## config.mk

```make
export PLATFORM = sky130hd
export DESIGN_NAME = urm_uart
export DESIGN_NICKNAME = d
export VERILOG_FILES = /design/src/verilog/urm_pkg.sv /design/src/verilog/urm_fifo_if.sv /design/src/verilog/urm_fifo.sv /design/src/verilog/urm_uart.sv
export SDC_FILE = /design/constraint.sdc
export NUM_CORES = 1
export LEC_CHECK = 0
export BUFFER_PORTS_ARGS = -buffer_cell sky130_fd_sc_hd__buf_2
export CORE_MARGIN = 3
export CORE_UTILIZATION = 31
export DETAILED_ROUTE_END_ITERATION = 8
export MAX_ROUTING_LAYER = met4
export PLACE_DENSITY_LB_ADDON = 0.15
export SETUP_SLACK_MARGIN = 0.1
export SKIP_CTS_REPAIR_TIMING = 1
export SYNTH_ARGS = -nofsm -noshare
export SYNTH_HDL_FRONTEND = slang
export SYNTH_SLANG_ARGS = --single-unit
export TNS_END_PERCENT = 50
```

## constraint.sdc

```tcl
create_clock -name clk -period 5.4 [get_ports clk]
set_input_delay 0.81 -clock clk [delete_from_list [all_inputs] [get_ports clk]]
set_output_delay 0.81 -clock clk [all_outputs]
set_load 0.05 [all_outputs]
```

## src/verilog/urm_pkg.sv

```systemverilog
// Package: register map, field positions and reset values of the serial port
package urm_pkg;
  localparam int ADDR_W = 8;
  localparam logic [31:0] BASE_ADDR = 32'h4030_0000;
  localparam logic [7:0] OFF_DATA = 8'h00;
  localparam logic [7:0] OFF_RX_ERR = 8'h04;
  localparam logic [7:0] OFF_TIMEOUT = 8'h0c;
  localparam logic [7:0] OFF_FLAGS = 8'h18;
  localparam logic [7:0] OFF_RX_LCR = 8'h1c;
  localparam logic [7:0] OFF_BAUD_INT = 8'h24;
  localparam logic [7:0] OFF_BAUD_FRAC = 8'h28;
  localparam logic [7:0] OFF_TX_LCR = 8'h2c;
  localparam logic [7:0] OFF_CONTROL = 8'h30;
  localparam logic [7:0] OFF_FIFO_LVL = 8'h34;
  localparam logic [7:0] OFF_INT_MASK = 8'h38;
  localparam logic [7:0] OFF_RAW_INT = 8'h3c;
  localparam logic [7:0] OFF_MASK_INT = 8'h40;
  localparam logic [7:0] OFF_INT_CLR = 8'h44;
  localparam logic [7:0] OFF_DMA = 8'h48;
  localparam logic [7:0] OFF_SOFT_FLOW = 8'h50;
  localparam logic [7:0] OFF_RESUME1 = 8'h54;
  localparam logic [7:0] OFF_RESUME2 = 8'h58;
  localparam logic [7:0] OFF_PAUSE1 = 8'h5c;
  localparam logic [7:0] OFF_PAUSE2 = 8'h60;
  localparam logic [31:0] RST_TIMEOUT = 32'h0000_01ff;
  localparam logic [31:0] RST_FLAGS = 32'h0000_1e90;
  localparam logic [31:0] RST_CONTROL = 32'h0004_0300;
  localparam logic [31:0] RST_FIFO_LVL = 32'h0000_0012;
  localparam logic [31:0] RST_ZERO = 32'h0000_0000;
  localparam logic [31:0] TIMEOUT_MASK = 32'h003f_ffff;
  // Data port error bits
  localparam int DP_FE = 8;
  localparam int DP_PE = 9;
  localparam int DP_BE = 10;
  localparam int DP_OE = 11;
  // Line control fields
  localparam int LCR_PEN = 1;
  localparam int LCR_EPS = 2;
  localparam int LCR_FEN = 4;
  localparam int LCR_SPS = 7;
  // Control fields
  localparam int CR_EN = 0;
  localparam int CR_TXE = 8;
  localparam int CR_RXE = 9;
  // Flag bits
  localparam int FR_BUSY = 3;
  localparam int FR_RXFE = 4;
  localparam int FR_TXFF = 5;
  localparam int FR_RXFF = 6;
  localparam int FR_TXFE = 7;
  // Interrupt bits
  localparam int INT_RX = 4;
  localparam int INT_TX = 5;
  localparam int INT_RT = 6;
  localparam int INT_FE = 7;
  localparam int INT_PE = 8;
  localparam int INT_BE = 9;
  localparam int INT_OE = 10;
  localparam int INT_W = 11;
  localparam int FIFO_AW = 4;
  localparam int FIFO_DEPTH = 16;
  localparam int RX_ENTRY_W = 11;
  localparam logic [4:0] DEPTH_ONE = 5'h01;
  localparam logic [4:0] DEPTH_FULL = 5'h10;
  localparam logic [15:0] BAUD_DEFAULT = 16'h0001;
  localparam logic [3:0] OVERSAMPLE_LAST = 4'hf;
  localparam logic [3:0] OVERSAMPLE_MID = 4'h7;
  localparam logic [3:0] DATA_BITS = 4'h8;
endpackage : urm_pkg

```

## src/verilog/urm_fifo_if.sv

```systemverilog
// Interface: push and pop sides of one character queue
`timescale 1ns/1ps
interface urm_fifo_if #(parameter int W = 8);
  logic push;
  logic [W-1:0] wdata;
  logic pop;
  logic [W-1:0] rdata;
  logic [4:0] count;
  logic flush;
  modport owner (output push, output wdata, output pop, output flush, input rdata, input count);
  modport mem (input push, input wdata, input pop, input flush, output rdata, output count);
endinterface : urm_fifo_if

```

## src/verilog/urm_fifo.sv

```systemverilog
// Small character queue whose head word comes out of a register
`timescale 1ns/1ps
module urm_fifo #(
  parameter int W = 8
) (
  input wire logic clk,
  input wire logic reset_n,
  urm_fifo_if.mem f
);
  import urm_pkg::*;
  logic [W-1:0] mem_q [FIFO_DEPTH];
  logic [FIFO_AW-1:0] wr_q;
  logic [FIFO_AW-1:0] rd_q;
  logic [4:0] count_q;
  logic do_push;
  logic do_pop;
  logic [FIFO_AW-1:0] rd_next;
  assign do_push = f.push && (count_q != DEPTH_FULL);
  assign do_pop = f.pop && (count_q != 5'h00);
  assign rd_next = do_pop ? rd_q + 1'b1 : rd_q;
  assign f.count = count_q;
  always_ff @(posedge clk or negedge reset_n) begin
    if (!reset_n) begin
      wr_q <= '0;
      rd_q <= '0;
      count_q <= '0;
    end else if (f.flush) begin
      wr_q <= '0;
      rd_q <= '0;
      count_q <= '0;
    end else begin
      if (do_push) wr_q <= wr_q + 1'b1;
      rd_q <= rd_next;
      count_q <= count_q + {4'h0, do_push} - {4'h0, do_pop};
    end
  end
  always_ff @(posedge clk) begin
    if (do_push) mem_q[wr_q] <= f.wdata;
  end
  // Head register: the written word bypasses into an empty or draining queue
  always_ff @(posedge clk or negedge reset_n) begin
    if (!reset_n) begin
      f.rdata <= '0;
    end else if (do_push && (count_q - {4'h0, do_pop} == 5'h00)) begin
      f.rdata <= f.wdata;
    end else begin
      f.rdata <= mem_q[rd_next];
    end
  end
endmodule : urm_fifo

```

## src/verilog/urm_uart.sv

```systemverilog
// Serial port register map, receive checker and transmitter
// =====================================================================
// Notes on behaviour
// RULE_01 - Data port reads head character, writes queue
// RULE_02 - Offset 0x04: read status, write clears errors
// RULE_03 - Bad stop bit sets framing flag
// RULE_04 - Parity mismatch sets parity flag
// RULE_05 - Line low whole frame sets break flag
// RULE_06 - Break pushes one zero, waits idle line
// RULE_07 - Overrun on full queue, clears when stored
// RULE_08 - Overrun leaves queue untouched
// RULE_09 - Error flags travel with their character; overrun bit 11 of the data port is read live from overrun_q
// RULE_10 - Timeout and flag registers reset values
// RULE_11 - Control and level select reset values
// RULE_12 - Block decoded at base, last at 0x60
// RULE_13 - Status registers read-only, clear write-only
// RULE_14 - Status bits 0..3 hold four errors
// RULE_15 - Reserved bits read zero, ignore writes
`timescale 1ns/1ps
module urm_uart (
  input wire logic clk,
  input wire logic reset_n,
  input wire logic [31:0] bus_addr,
  input wire logic [31:0] bus_wdata,
  input wire logic bus_write,
  input wire logic bus_read,
  output logic [31:0] bus_rdata,
  input wire logic rx_pin,
  output logic tx_pin,
  output logic irq
);
  import urm_pkg::*;
  // =====================================================================
  // Bus decode
  logic hit;
  logic [ADDR_W-1:0] off;
  logic wr;
  logic rd;
  assign hit = (bus_addr[31:ADDR_W] == BASE_ADDR[31:ADDR_W]) && (bus_addr[1:0] == 2'b00); // RULE_12
  assign off = bus_addr[ADDR_W-1:0];
  assign wr = bus_write && hit;
  assign rd = bus_read && hit;
  function automatic logic wr_at(input logic [ADDR_W-1:0] o);
    wr_at = wr && (off == o);
  endfunction : wr_at
  // =====================================================================
  // Software registers
  logic [31:0] timeout_q, rx_lcr_q, baud_int_q, baud_frac_q, tx_lcr_q, control_q, fifo_lvl_q;
  logic [31:0] mask_q, dma_q, soft_flow_q, resume1_q, resume2_q, pause1_q, pause2_q;
  always_ff @(posedge clk or negedge reset_n) begin
    if (!reset_n) begin
      timeout_q <= RST_TIMEOUT; // RULE_10
      control_q <= RST_CONTROL; // RULE_11
      fifo_lvl_q <= RST_FIFO_LVL; // RULE_11
      rx_lcr_q <= RST_ZERO;
      baud_int_q <= RST_ZERO;
      baud_frac_q <= RST_ZERO;
      tx_lcr_q <= RST_ZERO;
      mask_q <= RST_ZERO;
      dma_q <= RST_ZERO;
      soft_flow_q <= RST_ZERO;
      resume1_q <= RST_ZERO;
      resume2_q <= RST_ZERO;
      pause1_q <= RST_ZERO;
      pause2_q <= RST_ZERO;
    end else begin
      if (wr_at(OFF_TIMEOUT)) timeout_q <= bus_wdata & TIMEOUT_MASK; // RULE_15
      if (wr_at(OFF_CONTROL)) control_q <= bus_wdata;
      if (wr_at(OFF_FIFO_LVL)) fifo_lvl_q <= bus_wdata;
      if (wr_at(OFF_RX_LCR)) rx_lcr_q <= bus_wdata;
      if (wr_at(OFF_BAUD_INT)) baud_int_q <= bus_wdata;
      if (wr_at(OFF_BAUD_FRAC)) baud_frac_q <= bus_wdata;
      if (wr_at(OFF_TX_LCR)) tx_lcr_q <= bus_wdata;
      if (wr_at(OFF_INT_MASK)) mask_q <= {21'h0, bus_wdata[INT_W-1:0]};
      if (wr_at(OFF_DMA)) dma_q <= bus_wdata;
      if (wr_at(OFF_SOFT_FLOW)) soft_flow_q <= bus_wdata;
      if (wr_at(OFF_RESUME1)) resume1_q <= bus_wdata;
      if (wr_at(OFF_RESUME2)) resume2_q <= bus_wdata;
      if (wr_at(OFF_PAUSE1)) pause1_q <= bus_wdata;
      if (wr_at(OFF_PAUSE2)) pause2_q <= bus_wdata; // RULE_12
    end
  end
  logic fifo_en;
  assign fifo_en = rx_lcr_q[LCR_FEN];
  // =====================================================================
  // Baud tick: sixteen ticks per bit, divisor from the integer register
  logic [15:0] baud_cnt_q;
  logic tick;
  logic [15:0] baud_div;
  assign baud_div = (baud_int_q[15:0] == 16'h0000) ? BAUD_DEFAULT : baud_int_q[15:0];
  assign tick = (baud_cnt_q == 16'h0000);
  always_ff @(posedge clk or negedge reset_n) begin
    if (!reset_n) baud_cnt_q <= '0;
    else if (tick) baud_cnt_q <= baud_div - 16'h0001;
    else baud_cnt_q <= baud_cnt_q - 16'h0001;
  end
  // =====================================================================
  // Receive line synchroniser
  logic rx_s1_q, rx_s2_q;
  always_ff @(posedge clk or negedge reset_n) begin
    if (!reset_n) begin
      rx_s1_q <= 1'b1;
      rx_s2_q <= 1'b1;
    end else begin
      rx_s1_q <= rx_pin;
      rx_s2_q <= rx_s1_q;
    end
  end
  // =====================================================================
  // Receiver
  typedef enum logic [2:0] {URM_RX_IDLE, URM_RX_START, URM_RX_DATA, URM_RX_PAR, URM_RX_STOP, URM_RX_WAIT_HIGH} urm_rx_e;
  urm_rx_e rx_st_q;
  logic [3:0] rx_os_q, rx_bit_q;
  logic [7:0] rx_shift_q;
  logic rx_par_err_q, rx_all_low_q;
  logic rx_done;
  logic [RX_ENTRY_W-1:0] rx_entry;
  logic rx_en;
  logic par_en;
  logic par_expect;
  assign rx_en = control_q[CR_EN] && control_q[CR_RXE];
  assign par_en = rx_lcr_q[LCR_PEN];
  function automatic logic parity_bit(input logic [7:0] d, input logic [31:0] lcr);
    if (lcr[LCR_SPS]) parity_bit = ~lcr[LCR_EPS];
    // Even parity sends the XOR of the data bits, odd parity its inverse
    else parity_bit = (^d) ^ ~lcr[LCR_EPS];
  endfunction : parity_bit
  assign par_expect = parity_bit(rx_shift_q, rx_lcr_q); // RULE_04
  always_ff @(posedge clk or negedge reset_n) begin
    if (!reset_n) begin
      rx_st_q <= URM_RX_IDLE;
      rx_os_q <= '0;
      rx_bit_q <= '0;
      rx_shift_q <= '0;
      rx_par_err_q <= 1'b0;
      rx_all_low_q <= 1'b0;
    end else if (!rx_en) begin
      rx_st_q <= URM_RX_IDLE;
    end else if (tick) begin
      rx_os_q <= rx_os_q + 4'h1;
      unique case (rx_st_q)
        URM_RX_IDLE: begin
          rx_os_q <= '0;
          if (!rx_s2_q) rx_st_q <= URM_RX_START;
        end
        URM_RX_START: begin
          if (rx_os_q == OVERSAMPLE_MID) begin
            rx_os_q <= '0;
            rx_bit_q <= '0;
            rx_all_low_q <= 1'b1;
            rx_par_err_q <= 1'b0;
            rx_st_q <= rx_s2_q ? URM_RX_IDLE : URM_RX_DATA;
          end
        end
        URM_RX_DATA: begin
          if (rx_os_q == OVERSAMPLE_LAST) begin
            rx_shift_q <= {rx_s2_q, rx_shift_q[7:1]}; // RULE_08
            rx_all_low_q <= rx_all_low_q & ~rx_s2_q;
            rx_bit_q <= rx_bit_q + 4'h1;
            if (rx_bit_q == DATA_BITS - 4'h1) rx_st_q <= par_en ? URM_RX_PAR : URM_RX_STOP;
          end
        end
        URM_RX_PAR: begin
          if (rx_os_q == OVERSAMPLE_LAST) begin
            rx_par_err_q <= (rx_s2_q != par_expect); // RULE_04
            rx_all_low_q <= rx_all_low_q & ~rx_s2_q;
            rx_st_q <= URM_RX_STOP;
          end
        end
        URM_RX_STOP: begin
          if (rx_os_q == OVERSAMPLE_LAST) begin
            rx_st_q <= (rx_all_low_q && !rx_s2_q) ? URM_RX_WAIT_HIGH : URM_RX_IDLE; // RULE_06
          end
        end
        URM_RX_WAIT_HIGH: begin
          if (rx_s2_q) rx_st_q <= URM_RX_IDLE; // RULE_06
        end
      endcase
    end
  end
  logic rx_break;
  assign rx_done = tick && (rx_st_q == URM_RX_STOP) && (rx_os_q == OVERSAMPLE_LAST) && rx_en;
  assign rx_break = rx_all_low_q && !rx_s2_q; // RULE_05
  // Entry layout: {break, parity, framing, data}; a break stores an all-zero character
  assign rx_entry = rx_break ? {1'b1, 2'b00, 8'h00} // RULE_06
                             : {1'b0, rx_par_err_q, !rx_s2_q, rx_shift_q}; // RULE_03
  // =====================================================================
  // Receive queue
  urm_fifo_if #(.W(RX_ENTRY_W)) rxq ();
  urm_fifo #(.W(RX_ENTRY_W)) u_rx_fifo (
    .clk(clk),
    .reset_n(reset_n),
    .f(rxq)
  );
  logic rx_full, rx_empty;
  logic [4:0] rx_limit;
  assign rx_limit = fifo_en ? DEPTH_FULL : DEPTH_ONE;
  assign rx_full = (rxq.count >= rx_limit);
  assign rx_empty = (rxq.count == 5'h00);
  assign rxq.push = rx_done && !rx_full; // RULE_08
  assign rxq.wdata = rx_entry;
  assign rxq.pop = rd && (off == OFF_DATA); // RULE_01
  assign rxq.flush = 1'b0;
  // =====================================================================
  // Error status: copy taken at each data read of a non-empty queue for the status register
  logic overrun_q;
  logic [3:0] rx_err_q;
  logic err_clr;
  assign err_clr = wr_at(OFF_RX_ERR); // RULE_02
  always_ff @(posedge clk or negedge reset_n) begin
    if (!reset_n) overrun_q <= 1'b0;
    else if (rx_done && rx_full) overrun_q <= 1'b1; // RULE_07
    else if (rxq.push || err_clr) overrun_q <= 1'b0; // RULE_07
  end
  always_ff @(posedge clk or negedge reset_n) begin
    if (!reset_n) rx_err_q <= 4'h0;
    else if (rxq.pop && !rx_empty) rx_err_q <= {overrun_q, rxq.rdata[10:8]}; // RULE_14
    else if (err_clr) rx_err_q <= 4'h0; // RULE_02
  end
  // =====================================================================
  // Transmitter: queue fed by data port writes
  urm_fifo_if #(.W(8)) txq ();
  urm_fifo #(.W(8)) u_tx_fifo (
    .clk(clk),
    .reset_n(reset_n),
    .f(txq)
  );
  logic tx_full, tx_empty, tx_busy_q, tx_load;
  logic [4:0] tx_limit;
  logic [3:0] tx_os_q, tx_bit_q;
  logic [10:0] tx_shift_q;
  logic tx_en;
  assign tx_en = control_q[CR_EN] && control_q[CR_TXE];
  assign tx_limit = tx_lcr_q[LCR_FEN] ? DEPTH_FULL : DEPTH_ONE;
  assign tx_full = (txq.count >= tx_limit);
  assign tx_empty = (txq.count == 5'h00);
  assign txq.push = wr_at(OFF_DATA) && !tx_full; // RULE_01
  assign txq.wdata = bus_wdata[7:0];
  assign tx_load = tick && !tx_busy_q && !tx_empty && tx_en;
  assign txq.pop = tx_load;
  assign txq.flush = 1'b0;
  always_ff @(posedge clk or negedge reset_n) begin
    if (!reset_n) begin
      tx_busy_q <= 1'b0;
      tx_os_q <= '0;
      tx_bit_q <= '0;
      tx_shift_q <= '1;
      tx_pin <= 1'b1;
    end else if (tx_load) begin
      tx_busy_q <= 1'b1;
      tx_os_q <= '0;
      tx_bit_q <= tx_lcr_q[LCR_PEN] ? 4'hb : 4'ha;
      tx_shift_q <= {1'b1, parity_bit(txq.rdata, tx_lcr_q), txq.rdata, 1'b0};
      if (!tx_lcr_q[LCR_PEN]) tx_shift_q <= {2'b11, txq.rdata, 1'b0};
    end else if (tick && tx_busy_q) begin
      tx_os_q <= tx_os_q + 4'h1;
      if (tx_os_q == 4'h0) tx_pin <= tx_shift_q[0];
      if (tx_os_q == OVERSAMPLE_LAST) begin
        tx_shift_q <= {1'b1, tx_shift_q[10:1]};
        tx_bit_q <= tx_bit_q - 4'h1;
        if (tx_bit_q == 4'h1) tx_busy_q <= 1'b0;
      end
    end
  end
  // =====================================================================
  // Interrupts: sticky raw bits, set wins over clear
  logic [INT_W-1:0] raw_q, raw_set, raw_clr;
  logic [INT_W-1:0] masked;
  always_comb begin
    raw_set = '0;
    raw_set[INT_RX] = rxq.push;
    raw_set[INT_TX] = tx_load && (txq.count == DEPTH_ONE);
    raw_set[INT_FE] = rxq.push && rx_entry[DP_FE];
    raw_set[INT_PE] = rxq.push && rx_entry[DP_PE];
    raw_set[INT_BE] = rxq.push && rx_entry[DP_BE];
    raw_set[INT_OE] = rx_done && rx_full;
  end
  assign raw_clr = wr_at(OFF_INT_CLR) ? bus_wdata[INT_W-1:0] : '0; // RULE_13
  always_ff @(posedge clk or negedge reset_n) begin
    if (!reset_n) raw_q <= '0;
    else raw_q <= (raw_q & ~raw_clr) | raw_set;
  end
  assign masked = raw_q & mask_q[INT_W-1:0];
  assign irq = |masked;
  // =====================================================================
  // Flags and read mux
  logic [31:0] flags;
  always_comb begin
    flags = RST_FLAGS & 32'hffff_ff00;
    flags[FR_BUSY] = tx_busy_q;
    flags[FR_RXFE] = rx_empty;
    flags[FR_TXFF] = tx_full;
    flags[FR_RXFF] = rx_full;
    flags[FR_TXFE] = tx_empty;
  end
  always_ff @(posedge clk or negedge reset_n) begin
    if (!reset_n) begin
      bus_rdata <= '0;
    end else if (rd) begin
      unique case (off)
        OFF_DATA: bus_rdata <= {20'h0, overrun_q, rxq.rdata}; // RULE_09
        OFF_RX_ERR: bus_rdata <= {28'h0, rx_err_q}; // RULE_14
        OFF_TIMEOUT: bus_rdata <= timeout_q;
        OFF_FLAGS: bus_rdata <= flags; // RULE_10
        OFF_RX_LCR: bus_rdata <= rx_lcr_q;
        OFF_BAUD_INT: bus_rdata <= baud_int_q;
        OFF_BAUD_FRAC: bus_rdata <= baud_frac_q;
        OFF_TX_LCR: bus_rdata <= tx_lcr_q;
        OFF_CONTROL: bus_rdata <= control_q;
        OFF_FIFO_LVL: bus_rdata <= fifo_lvl_q;
        OFF_INT_MASK: bus_rdata <= mask_q;
        OFF_RAW_INT: bus_rdata <= {21'h0, raw_q}; // RULE_13
        OFF_MASK_INT: bus_rdata <= {21'h0, masked}; // RULE_13
        OFF_DMA: bus_rdata <= dma_q;
        OFF_SOFT_FLOW: bus_rdata <= soft_flow_q;
        OFF_RESUME1: bus_rdata <= resume1_q;
        OFF_RESUME2: bus_rdata <= resume2_q;
        OFF_PAUSE1: bus_rdata <= pause1_q;
        OFF_PAUSE2: bus_rdata <= pause2_q;
        default: bus_rdata <= '0; // RULE_15
      endcase
    end else begin
      bus_rdata <= '0;
    end
  end
endmodule : urm_uart

```

==> results of run 1 <==
[area by class of cell]
class,instances,area [µm²]
Multi-Input combinational cell,1775,13760
Clock buffer,148,2823
Sequential cell,873,23400
Antenna cell,5,12.51
Clock inverter,33,436.7
Timing Repair Buffer,186,1204
Inverter,47,178.9
Fill cell,11611,76930
Tap cell,1612,2017
[per-stage QoR]
step                cells  worst slack [ns]  hold slack (ns)
global route         4677            0.6113           0.2188
global placement     4492            0.8261           0.3913
floorplan            2886             1.067           0.3452
finish               4679             1.039           0.2604
CTS                  4673             1.017         -0.08621
detailed placement   4492            0.7540           0.3898
[metal layers]
| layer | vias to the layer above | wire, µm |
|---|---|---|
| met2 | 599 | 57340 |
| met5 | - | 0 |
| met3 | 176 | 5132 |
| met4 | 0 | 2983 |
| met1 | 13081 | 52480 |
| li1 | 11062 | - |
[cell usage in the layout, fill, tap and decap left out, types with 12 or more instances in the layout]
master and n:
o211ai_1 21, a22o_1 54, a31oi_1 63, a222oi_1 30
clkbuf_1 34, ha_1 38, clkinv_2 13, nand3_1 84
and2_1 13, buf_4 79, nor2_1 94, a21boi_0 15
edfxtp_1 304, nand2_1 295, dfrtp_1 542, xnor2_1 34
inv_1 42, mux2_1 52, mux2_2 375, buf_2 101
a32oi_1 18, o221ai_1 27, xor2_1 21, nand2_2 12
clkbuf_8 14, a211oi_1 16, nor3_1 18, o21ai_0 20
a221oi_1 69, nor4_1 14, clkbuf_16 100, dfstp_2 27
nand4_1 39, a22oi_1 65, mux2i_1 67, nand2b_1 12
a21oi_1 64
[cells by family (layout without fill, tap and decap cells)]
kind of cell / Yosys count / in the layout
adders and majority gates: 40 / 40
muxes: 495 / 495
xor gates and xnor gates: 58 / 58
other: 0 / 5
DFF: 873 / 873
and+or+nand+nor: 666 / 666
buffers and inverters: 238 / 414
AOI/OAI and AO/OA: 516 / 516
[power by group through the flow]
stage / clock, mW / combinational (mW) / sequential, mW
floorplan: 0 / 0.0457 / 6.97
global placement: 0 / 0.224 / 6.97
detailed placement: 0 / 0.232 / 6.97
CTS: 6.91 / 0.232 / 6.84
global route: 7.19 / 0.253 / 6.84
finish: 6.72 / 0.224 / 6.84
[path summary, 6_finish.rpt]
path,cells after the start,to,slack (ns)
max reg2reg,17,u_tx_fifo.f.rdata[4],1.04
min in group asynchronous,2,pause1_q[19],0.56
max,17,u_tx_fifo.f.rdata[4],1.04
min,1,rx_s1_q,0.26
min reg2reg,0,rx_s2_q,0.38
max in group asynchronous,3,rx_lcr_q[25],3.69
==> out/summary.txt, run 1 <==
Routed via count -> 24918
Post-Place Cell Area -> 40560 µm²
Top post-synthesis cells by area -> dfrtp_1, edfxtp_1, mux2_2, nand2_1, dfstp_2
PD cells -> 314.6 nW/µm²
Vias in the first global route -> 25966
Critical Path Start Type -> register
Worst skew pair latency -> 0.69 ns
Sw power -> 2.955 mW
Top Registers -> u_rx_fifo.mem_q (176), u_tx_fifo.mem_q (128)
Register share of total power -> 49.6%
Min Tclk post-route -> 4.361 ns
Post-synthesis compound-gate area fraction -> 10.34%
Part of the power in the clock network -> 48.7%
Worst VDD drop -> 235.8 µV
CP required -> 5.95 ns
GR peak layer -> met2
Sw Share -> 21.43%
Area Growth Syn to Fin -> 15.54%
Maximum level of the CTS H-tree -> 3
Largest net degree at the start of global routing -> 151
Post-Synth XOR/XNOR Area -> 1.359%
Post-synth ARST share -> 65.18%
Most frequent cell after synthesis -> dfrtp_1
RD Place Congestion -> 0.8423
Syn_area_per_cell -> 13.15 µm²
Total GRT Usage -> 18.99%
Reg clk slew, reported paths -> 0.06 ns
Slew margin rel. -> 25.65%
Port Buffers -> 102
Die Footprint -> 126600 µm²
Sink Count -> 873
Initial drt markers -> 2116
Endpoints failing setup -> 0
RSZ-0062 raised after global routing -> false
Synth Area in Simple Gates -> 8.261%
CTS buffer count -> 99
MaxCap Viol Count -> 0
Count of cell types in the netlist -> 86
CTS tree -> done
Met2 GRT Util -> 30.85%
Bufs and invs on worst path -> 5
Seq/Total Area, Yosys -> 61.68%
Crit-path max FO -> 22
Total gr overflow -> 0
Grt met1 use -> 24.69%
I/O pins -> 103
DIE WIDTH -> 355.8 µm
Cell taking the most area after synthesis -> dfrtp_1
CP dominant cell by count -> ha_1
Cell Area, Synth -> 37940 µm²
First-pass GRT wire length -> 175600 µm
Seq cells post-synth -> 873
Mux cell area share after synthesis -> 14.50%
Post-route ant nets -> 0
# nets final -> 3091
Initial antenna violation count -> 9
Via density -> 5.325
Outcome -> completed
Critical path type -> register to register
Post-synth net total -> 2995
Cell family with most CP delay -> simple AND/OR/NAND/NOR gates
Core footprint -> 120800 µm²
Worst reg2reg path startpoint -> u_tx_fifo.f.count[3]
Final Power -> 13.79 mW
# DRC -> 0
Adder-cell area share of the yosys netlist -> 1.359%
Post-Syn Instances -> 2886
Met3 usage -> 3.046%
Clock skew -> 0.05449 ns
Slew Limit Fails -> 0
Hold Crit Class -> primary input to register
Final Hold Fails -> 0
Critical Path Max Stage Delay -> 0.53 ns
Crit-path cells -> inv_1, ha_1, nor4b_1, nor3_1, nand3_1, buf_4, inv_2, ha_1, inv_1, ha_1, or4_1, nor2_1, nor4bb_1, buf_4, nor2_1, nand4_1, nand3_1
Final core occ -> 36.30%
Clk buf depth -> 3
Post-route cell area -> 43840 µm²
Yosys warnings -> 0
Achievable Freq -> 0.2293 GHz
P_int -> 10.83 mW
Worst-Margin Slew -> 1.111 ns
Routed wire length -> 117900 µm
Max reg flops -> 176
Initial core utilization -> 31.42%
Number of placement rows -> 127
DR pass1 iterations -> 5
Worst Path Arrival -> 4.92 ns
Leakage -> 18.43 nW
Post-synth top cells -> dfrtp_1, mux2_2, nand2_1, edfxtp_1, clkbuf_1
Yosys top cell area share -> 35.75%
Top_reg_cell synth -> dfrtp_1
HP Start -> rx_pin
Setup TNS -> 0 ns
Combinational Power Share -> 1.6%
DR WL/cell -> 25.20 µm
Slowest CP cell -> or4_1
CP endpoint kind -> register
CP Launch Point -> u_tx_fifo.f.count[3]
Post-synth EDFFs -> 304
Root Driver -> clkbuf_16
Largest family of logic cells by synthesized area -> multiplexers
Layout cell share with drive strength beyond 1 -> 25.93%
Final Cycle Share -> 80.75%
Register with the most flip-flops -> u_rx_fifo.mem_q
Die H -> 355.8 µm
DP Wirelength -> 72850 µm
(Power assumes the default switching activity.)
==> run 2, diff against run 1 <==
Settings changed: ABC_AREA set to 1.
Clock period 5.4 ns to 4.2 ns, I/O delays scaled along.
==> out/summary.txt, run 2 <==
Final core occ -> 36.31% (about the same)
Worst Reg-to-Reg Cells -> 16 (-1)
Post-synth top cells -> nand2_1, dfrtp_1, o21ai_0, inv_1, nand3_1
Largest family of logic cells by synthesized area -> simple AND/OR/NAND/NOR gates
Die H -> 359.5 µm (+1.0%)
Final hold slack -> 0.01328 ns (-0.2471 ns)
Slew margin rel. -> 21.76% (-3.9 points)
Register with the most flip-flops -> u_rx_fifo.mem_q
Most frequent cell after synthesis -> nand2_1
Post-synth net total -> 4166 (+39%)
DIE WIDTH -> 359.5 µm (+1.0%)
Leakage -> 19.48 nW (+5.7%)
Largest net degree at the start of global routing -> 89 (-41%)
Top Registers -> u_rx_fifo.mem_q (176), u_tx_fifo.mem_q (128)
Yosys top cell area share -> 35.01% (-0.74 points)
Top post-synthesis cells by area -> dfrtp_1, edfxtp_1, nand2_1, o21ai_0, nand3_1
Port Buffers -> 102 (unchanged)
RSZ-0062 raised after global routing -> false
RD Place Congestion -> 0.8509 (+1.0%)
Sink Count -> 873 (unchanged)
Worst VDD drop -> 254.9 µV (+8.1%)
Post-Synth XOR/XNOR Area -> 1.169% (-0.19 points)
Min Tclk post-route -> 3.376 ns (-0.9852 ns)
Initial core utilization -> 31.25% (-0.16 points)
Worst Path Arrival -> 3.94 ns (-0.98 ns)
Maximum level of the CTS H-tree -> 3 (unchanged)
Total gr overflow -> 0 (unchanged)
Crit-path max FO -> 10 (-55%)
Clk buf depth -> 3 (unchanged)
Die Footprint -> 129200 µm² (+2.1%)
Outcome -> completed
CP Launch Point -> u_rx_fifo.f.count[1]
Cell taking the most area after synthesis -> dfrtp_1
Post-Syn Instances -> 4057 (+41%)
First-pass GRT wire length -> 190600 µm (+8.5%)
Reg clk slew, reported paths -> 0.06 ns (about the same)
Hold Crit Class -> primary input to asynchronous set/reset pin
Worst-Margin Slew -> 1.165 ns (+0.05373 ns)
Worst R2R Setup Slack -> 0.82 ns (-0.21 ns)
Inst Count DP -> 5716 (+27%)
Post-Place Cell Area -> 41780 µm² (+3.0%)
MaxCap Viol Count -> 0 (unchanged)
Slew Limit Fails -> 0 (unchanged)
DR pass1 iterations -> 6 (+1)
Post-synth ARST share -> 65.18% (unchanged)
Achievable Freq -> 0.2963 GHz (+29%)
Max reg flops -> 176 (unchanged)
Post-route cell area -> 45010 µm² (+2.7%)
Number of placement rows -> 129 (+1.6%)
Most common cell after layout, fill and taps aside -> nand2_1
Syn_area_per_cell -> 9.549 µm² (-27%)
Mux cell area share after synthesis -> 0.02584% (-14 points)
Setup TNS -> 0 ns (unchanged)
CTS tree -> done
Post-synth EDFFs -> 304 (unchanged)
Seq/Total Area, Yosys -> 60.40% (-1.3 points)
Initial drt markers -> 2571 (+22%)
DP Wirelength -> 80580 µm (+11%)
Routed wire length -> 125900 µm (+6.8%)
Final Hold Fails -> 0 (unchanged)
Via density -> 4.903 (-7.9%)
Worst reg2reg path startpoint -> u_rx_fifo.f.count[1]
Routed via count -> 28940 (+16%)
# DRC -> 0 (unchanged)
CP Capture Point -> u_rx_fifo.f.count[4]
Total GRT Usage -> 19.93% (+0.94 points)
Top_reg_cell synth -> dfrtp_1
CP endpoint kind -> register
Yosys warnings -> 0 (unchanged)
Area Growth Syn to Fin -> 16.19%
Critical path type -> register to register
Layout cell share with drive strength beyond 1 -> 11.61% (-14 points)
Initial antenna violation count -> 6 (-3)
DR WL/cell -> 21.33 µm (-15%)
Worst skew pair latency -> 0.70 ns (about the same)
PD cells -> 396.0 nW/µm² (+26%)
Post-route ant nets -> 0 (unchanged)
Adder-cell area share of the yosys netlist -> 1.331% (-0.028 points)
Clock skew -> 0.03311 ns (-0.02138 ns)
RR Endpoint -> u_rx_fifo.f.count[4]
CP required -> 4.76 ns (-1.19 ns)
Synth Area in Simple Gates -> 18.72% (+10 points)
Seq cells post-synth -> 873 (unchanged)
Root Driver -> clkbuf_16
Core footprint -> 124000 µm² (+2.6%)
# nets final -> 4288 (+39%)
Count of cell types in the netlist -> 53 (-38%)
Most frequent cells in the layout -> nand2_1, dfrtp_1, o21ai_0
CTS buffer count -> 98 (-1.0%)
Endpoints failing setup -> 0 (unchanged)
Final non-filler cell total -> 5903 (+26%)
Final Cycle Share -> 80.37% (-0.38 points)
Post-synthesis compound-gate area fraction -> 11.44% (+1.1 points)
Critical Path Start Type -> register
Cell Area, Synth -> 38740 µm² (+2.1%)
I/O pins -> 103 (unchanged)
Vias in the first global route -> 28657 (+10%)
[run 2: changes by cell type in the layout (fill, tap and decap cells not counted), sizes merged, moves of 63 or more]
cell,change
o21ai,+494
mux2,-427
nand2,+643
a22oi,-64
mux2i,-66
nor2,+63
inv,+412
nand3,+274
nand3b,+97
buf,+65
[run 2: area by class of cell]
class	count	area [µm²]
well taps	1637	2048
diodes	3	7.507
clock inverters	51	462.9
fillers	12543	78950
flip-flops and latches	873	23400
multi-input cells	2494	12800
repair buffers	250	1794
inverters	462	1734
clock buffers	133	2765
[run 2: layer usage]
metal | routed length, µm | global-route usage, % | up-vias
li1 | - | - | 13858
met3 | 5967 | 2.718 | 159
met1 | 61460 | 28.50 | 14259
met5 | 0 | - | -
met4 | 2445 | 5.023 | 0
met2 | 56040 | 29.87 | 664
[run 2: report_power, final]
group          internal, mW  switching, mW  leakage, nW
clock                  5.04           3.64         1.61
combinational        0.0581          0.286         7.78
sequential             8.80        0.00102         10.1
[run 2: logic make-up (layout without fill, tap and decap cells)]
logic type               after synthesis  in the layout
AND/OR/NAND/NOR                     1646           1646
AO/OA/AOI/OAI                        757            757
other                                  0              3
flip-flops                           873            873
adder cells (fa/ha/maj)               40             40
XOR/XNOR                              50             50
multiplexers                           1              1
buffers and inverters                690            896
[run 2: critical path: stages (launching register included)]
cell	delay (ns)
dfrtp_1	0.41
inv_1	0.16
ha_1	0.20
nand3_1	0.09
a31oi_1	0.17
inv_1	0.06
a21oi_1	0.36
inv_1	0.07
nor2_1	0.21
nand2_1	0.15
clkinv_1	0.22
ha_1	0.21
inv_1	0.06
fa_1	0.43
o21ai_0	0.18
a21oi_1	0.11
xor2_1	0.14
[run 2: metrics by stage]
step / power, mW / setup WS (ns)
2_1_floorplan: 9.031 / 1.015
3_3_place_gp: 9.318 / 0.4232
3_5_place_dp: 9.316 / 0.3445
4_1_cts: 18.08 / 0.8158
5_1_grt: 18.43 / 0.5018
6_report: 17.83 / 0.8245
[run 2: worst min path at each step]
stage | startpoint | endpoint | slack [ns] | depth (start not counted)
3_3_place_gp | rx_s1_q | rx_s2_q | 0.35 | 0
3_5_place_dp | rx_s1_q | rx_s2_q | 0.35 | 0
6_report | reset_n | tx_bit_q[2] | 0.01 | 1
4_1_cts | reset_n | raw_q[8] | -0.02 | 1
5_1_grt | reset_n | tx_bit_q[2] | 0.02 | 1
2_1_floorplan | reset_n | baud_cnt_q[0] | 0.33 | 0
==> run 3, diff against run 2 <==
Clock period 4.2 ns to 3.14 ns, I/O delays scaled along.
==> out/summary.txt, run 3 (synthesis gave the netlist of run 2 again) <==
RD Place Congestion -> 0.8830 (+3.8%)
CP endpoint kind -> register
PD cells -> 514.8 nW/µm² (+30%)
Most common cell after layout, fill and taps aside -> nand2_1
Crit-path max FO -> 5 (-5)
Final hold slack -> 0.2111 ns (+0.1978 ns)
Fill cells -> 12583 (+0.32%)
Area Growth Syn to Fin -> 19.27%
Layout cell share with drive strength beyond 1 -> 13.71% (+2.1 points)
Largest net degree at the start of global routing -> 89 (unchanged)
Achievable Freq -> 0.3493 GHz (+18%)
Worst R2R Setup Slack -> 0.28 ns (-0.55 ns)
Crit path depth -> 13 (-3)
Vias in the first global route -> 29142 (+1.7%)
First-pass GRT wire length -> 193000 µm (+1.3%)
Sink Count -> 873 (unchanged)
Max reg flops -> 176 (unchanged)
Total GRT Usage -> 20.25% (+0.32 points)
Root Driver -> clkbuf_16
Placement Setup Slack -> -0.003218 ns (-0.3478 ns)
Die Footprint -> 129200 µm² (unchanged)
Final WS setup -> 0.2775 ns (-0.5469 ns)
Initial drt markers -> 2610 (+1.5%)
MaxCap Viol Count -> 0 (unchanged)
I/O pins -> 103 (unchanged)
Worst Reg-to-Reg Cells -> 13 (-3)
Register with the most flip-flops -> u_rx_fifo.mem_q
Critical Path Max Stage Delay -> 0.46 ns (+0.03 ns)
Initial antenna violation count -> 10 (+4)
Slew margin rel. -> 37.94% (+16 points)
Routed wire length -> 128000 µm (+1.7%)
Total gr overflow -> 0 (unchanged)
Die H -> 359.5 µm (unchanged)
CTS buffer count -> 100 (+2.0%)
Final Hold Fails -> 0 (unchanged)
# DRC -> 0 (unchanged)
Reg clk slew, reported paths -> 0.06 ns (about the same)
Core footprint -> 124000 µm² (unchanged)
DR WL/cell -> 21.28 µm (-0.24%)
Leakage -> 20.11 nW (+3.3%)
Top Registers -> u_rx_fifo.mem_q (176), u_tx_fifo.mem_q (128)
HP Start -> bus_wdata[25]
Cell family with most CP delay -> simple AND/OR/NAND/NOR gates
Port Buffers -> 102 (unchanged)
RSZ-0062 raised after global routing -> true
Routed via count -> 29629 (+2.4%)
Worst-Margin Slew -> 0.9298 ns (-0.2353 ns)
Clk buf depth -> 3 (unchanged)
Min Tclk post-route -> 2.862 ns (-0.5131 ns)
Outcome -> completed
Endpoints failing setup -> 0 (unchanged)
Worst skew pair latency -> 0.70 ns (about the same)
Maximum level of the CTS H-tree -> 3 (unchanged)
Number of placement rows -> 129 (unchanged)
Final Cycle Share -> 91.16% (+11 points)
# nets final -> 4403 (+2.7%)
CP Launch Point -> baud_cnt_q[14]
Crit-path cells -> inv_1, nand4_1, nor2_2, nand2_4, buf_4, inv_1, nand3b_1, o21ai_1, ha_1, nor3b_1, nor3b_1, nand3_1, xor2_1
Most frequent cells in the layout -> nand2_1, dfrtp_1, o21ai_0
CTS tree -> done
Slowest CP cell -> nor3b_1
Via density -> 4.925 (+0.46%)
CP required -> 3.72 ns (-1.04 ns)
DP Wirelength -> 84080 µm (+4.3%)
Initial core utilization -> 31.25% (unchanged)
DR pass1 iterations -> 5 (-1)
WHS Path Cells -> 3
Hold Crit Class -> primary input to register
Slew Limit Fails -> 0 (unchanged)
Worst VDD drop -> 494.8 µV (+94%)
Post-route ant nets -> 0 (unchanged)
Clock skew -> 0.01521 ns (-0.01790 ns)
Bufs and invs on worst path -> 3 (-2)
Worst Path Arrival -> 3.44 ns (-0.50 ns)
Critical path type -> register to register
Worst reg2reg path startpoint -> baud_cnt_q[14]
DIE WIDTH -> 359.5 µm (unchanged)
Critical Path Start Type -> register
-- run 3: cell count changes in the layout (fill, tap and decap cells not counted), moves of 3 or more --
| cell | before | now |
|---|---|---|
| inv_1 | 446 | 443 |
| buf_4 | 135 | 219 |
| nor2_2 | 12 | 6 |
| clkinv_2 | 25 | 14 |
| inv_2 | 10 | 13 |
| buf_12 | 13 | 38 |
| clkbuf_8 | 16 | 8 |
| clkbuf_1 | 18 | 35 |
| nand3_2 | 1 | 5 |
| clkbuf_16 | 99 | 104 |
| clkinv_1 | 19 | 14 |
| nor2_1 | 145 | 151 |
| clkinvlp_4 | 0 | 5 |
| nand3_1 | 357 | 353 |
-- run 3: per-stage QoR --
step	setup TNS [ns]	cell area [µm²]	cells	power, mW	utilization [%]
after global placement	0	42900	5826	12.49	34.61
after floorplan	0	38740	4057	12.08	-
final	0	46210	6016	23.79	37.27
after global routing	0	46200	6015	24.64	37.27
after detailed placement	-0.003218	42900	5826	12.49	34.61
after CTS	0	46090	6010	24.12	37.18
-- run 3: report_power, final --
part           total [mW]  internal [mW]  switching [mW]
sequential           11.8           11.8         0.00160
combinational       0.493         0.0978           0.395
clock                11.5           6.71            4.82
total                23.8           18.6            5.21
-- run 3: cell type report --
| type | count | area (µm²) | share of cell area [%] |
|---|---|---|---|
| flip-flops and latches | 873 | 23400 | 50.65 |
| multi-input cells | 2494 | 12840 | 27.79 |
| repair buffers | 363 | 2982 | 6.453 |
| clock buffers | 146 | 2819 | 6.101 |
| well taps | 1637 | 2048 | 4.433 |
| inverters | 462 | 1734 | 3.753 |
| clock inverters | 38 | 372.9 | 0.8070 |
| diodes | 3 | 7.507 | 0.01625 |
-- run 3: worst register-to-register path, delay by kind of cell, from the launching register on --
family / cells / cell delay (ns)
flip-flops: 1 / 0.36
AO/OA/AOI/OAI: 1 / 0.11
XOR/XNOR: 1 / 0.18
buffers and inverters: 3 / 0.42
AND/OR/NAND/NOR: 7 / 1.49
adder cells (fa/ha/maj): 1 / 0.20
-- run 3: path summary, 6_finish.rpt --
path,end
max,baud_cnt_q[10]
min,baud_frac_q[25]
max reg2reg,baud_cnt_q[10]
min reg2reg,rx_s2_q
max in group asynchronous,soft_flow_q[29]
min in group asynchronous,u_tx_fifo.rd_q[0]
-- run 3: metal layers --
metal	routed length, µm	vias to the layer above	track usage (%)
met1	61470	14668	28.73
met5	0	-	-
met3	6445	149	2.926
met4	2461	0	5.047
met2	57630	738	30.52
li1	-	14074	-
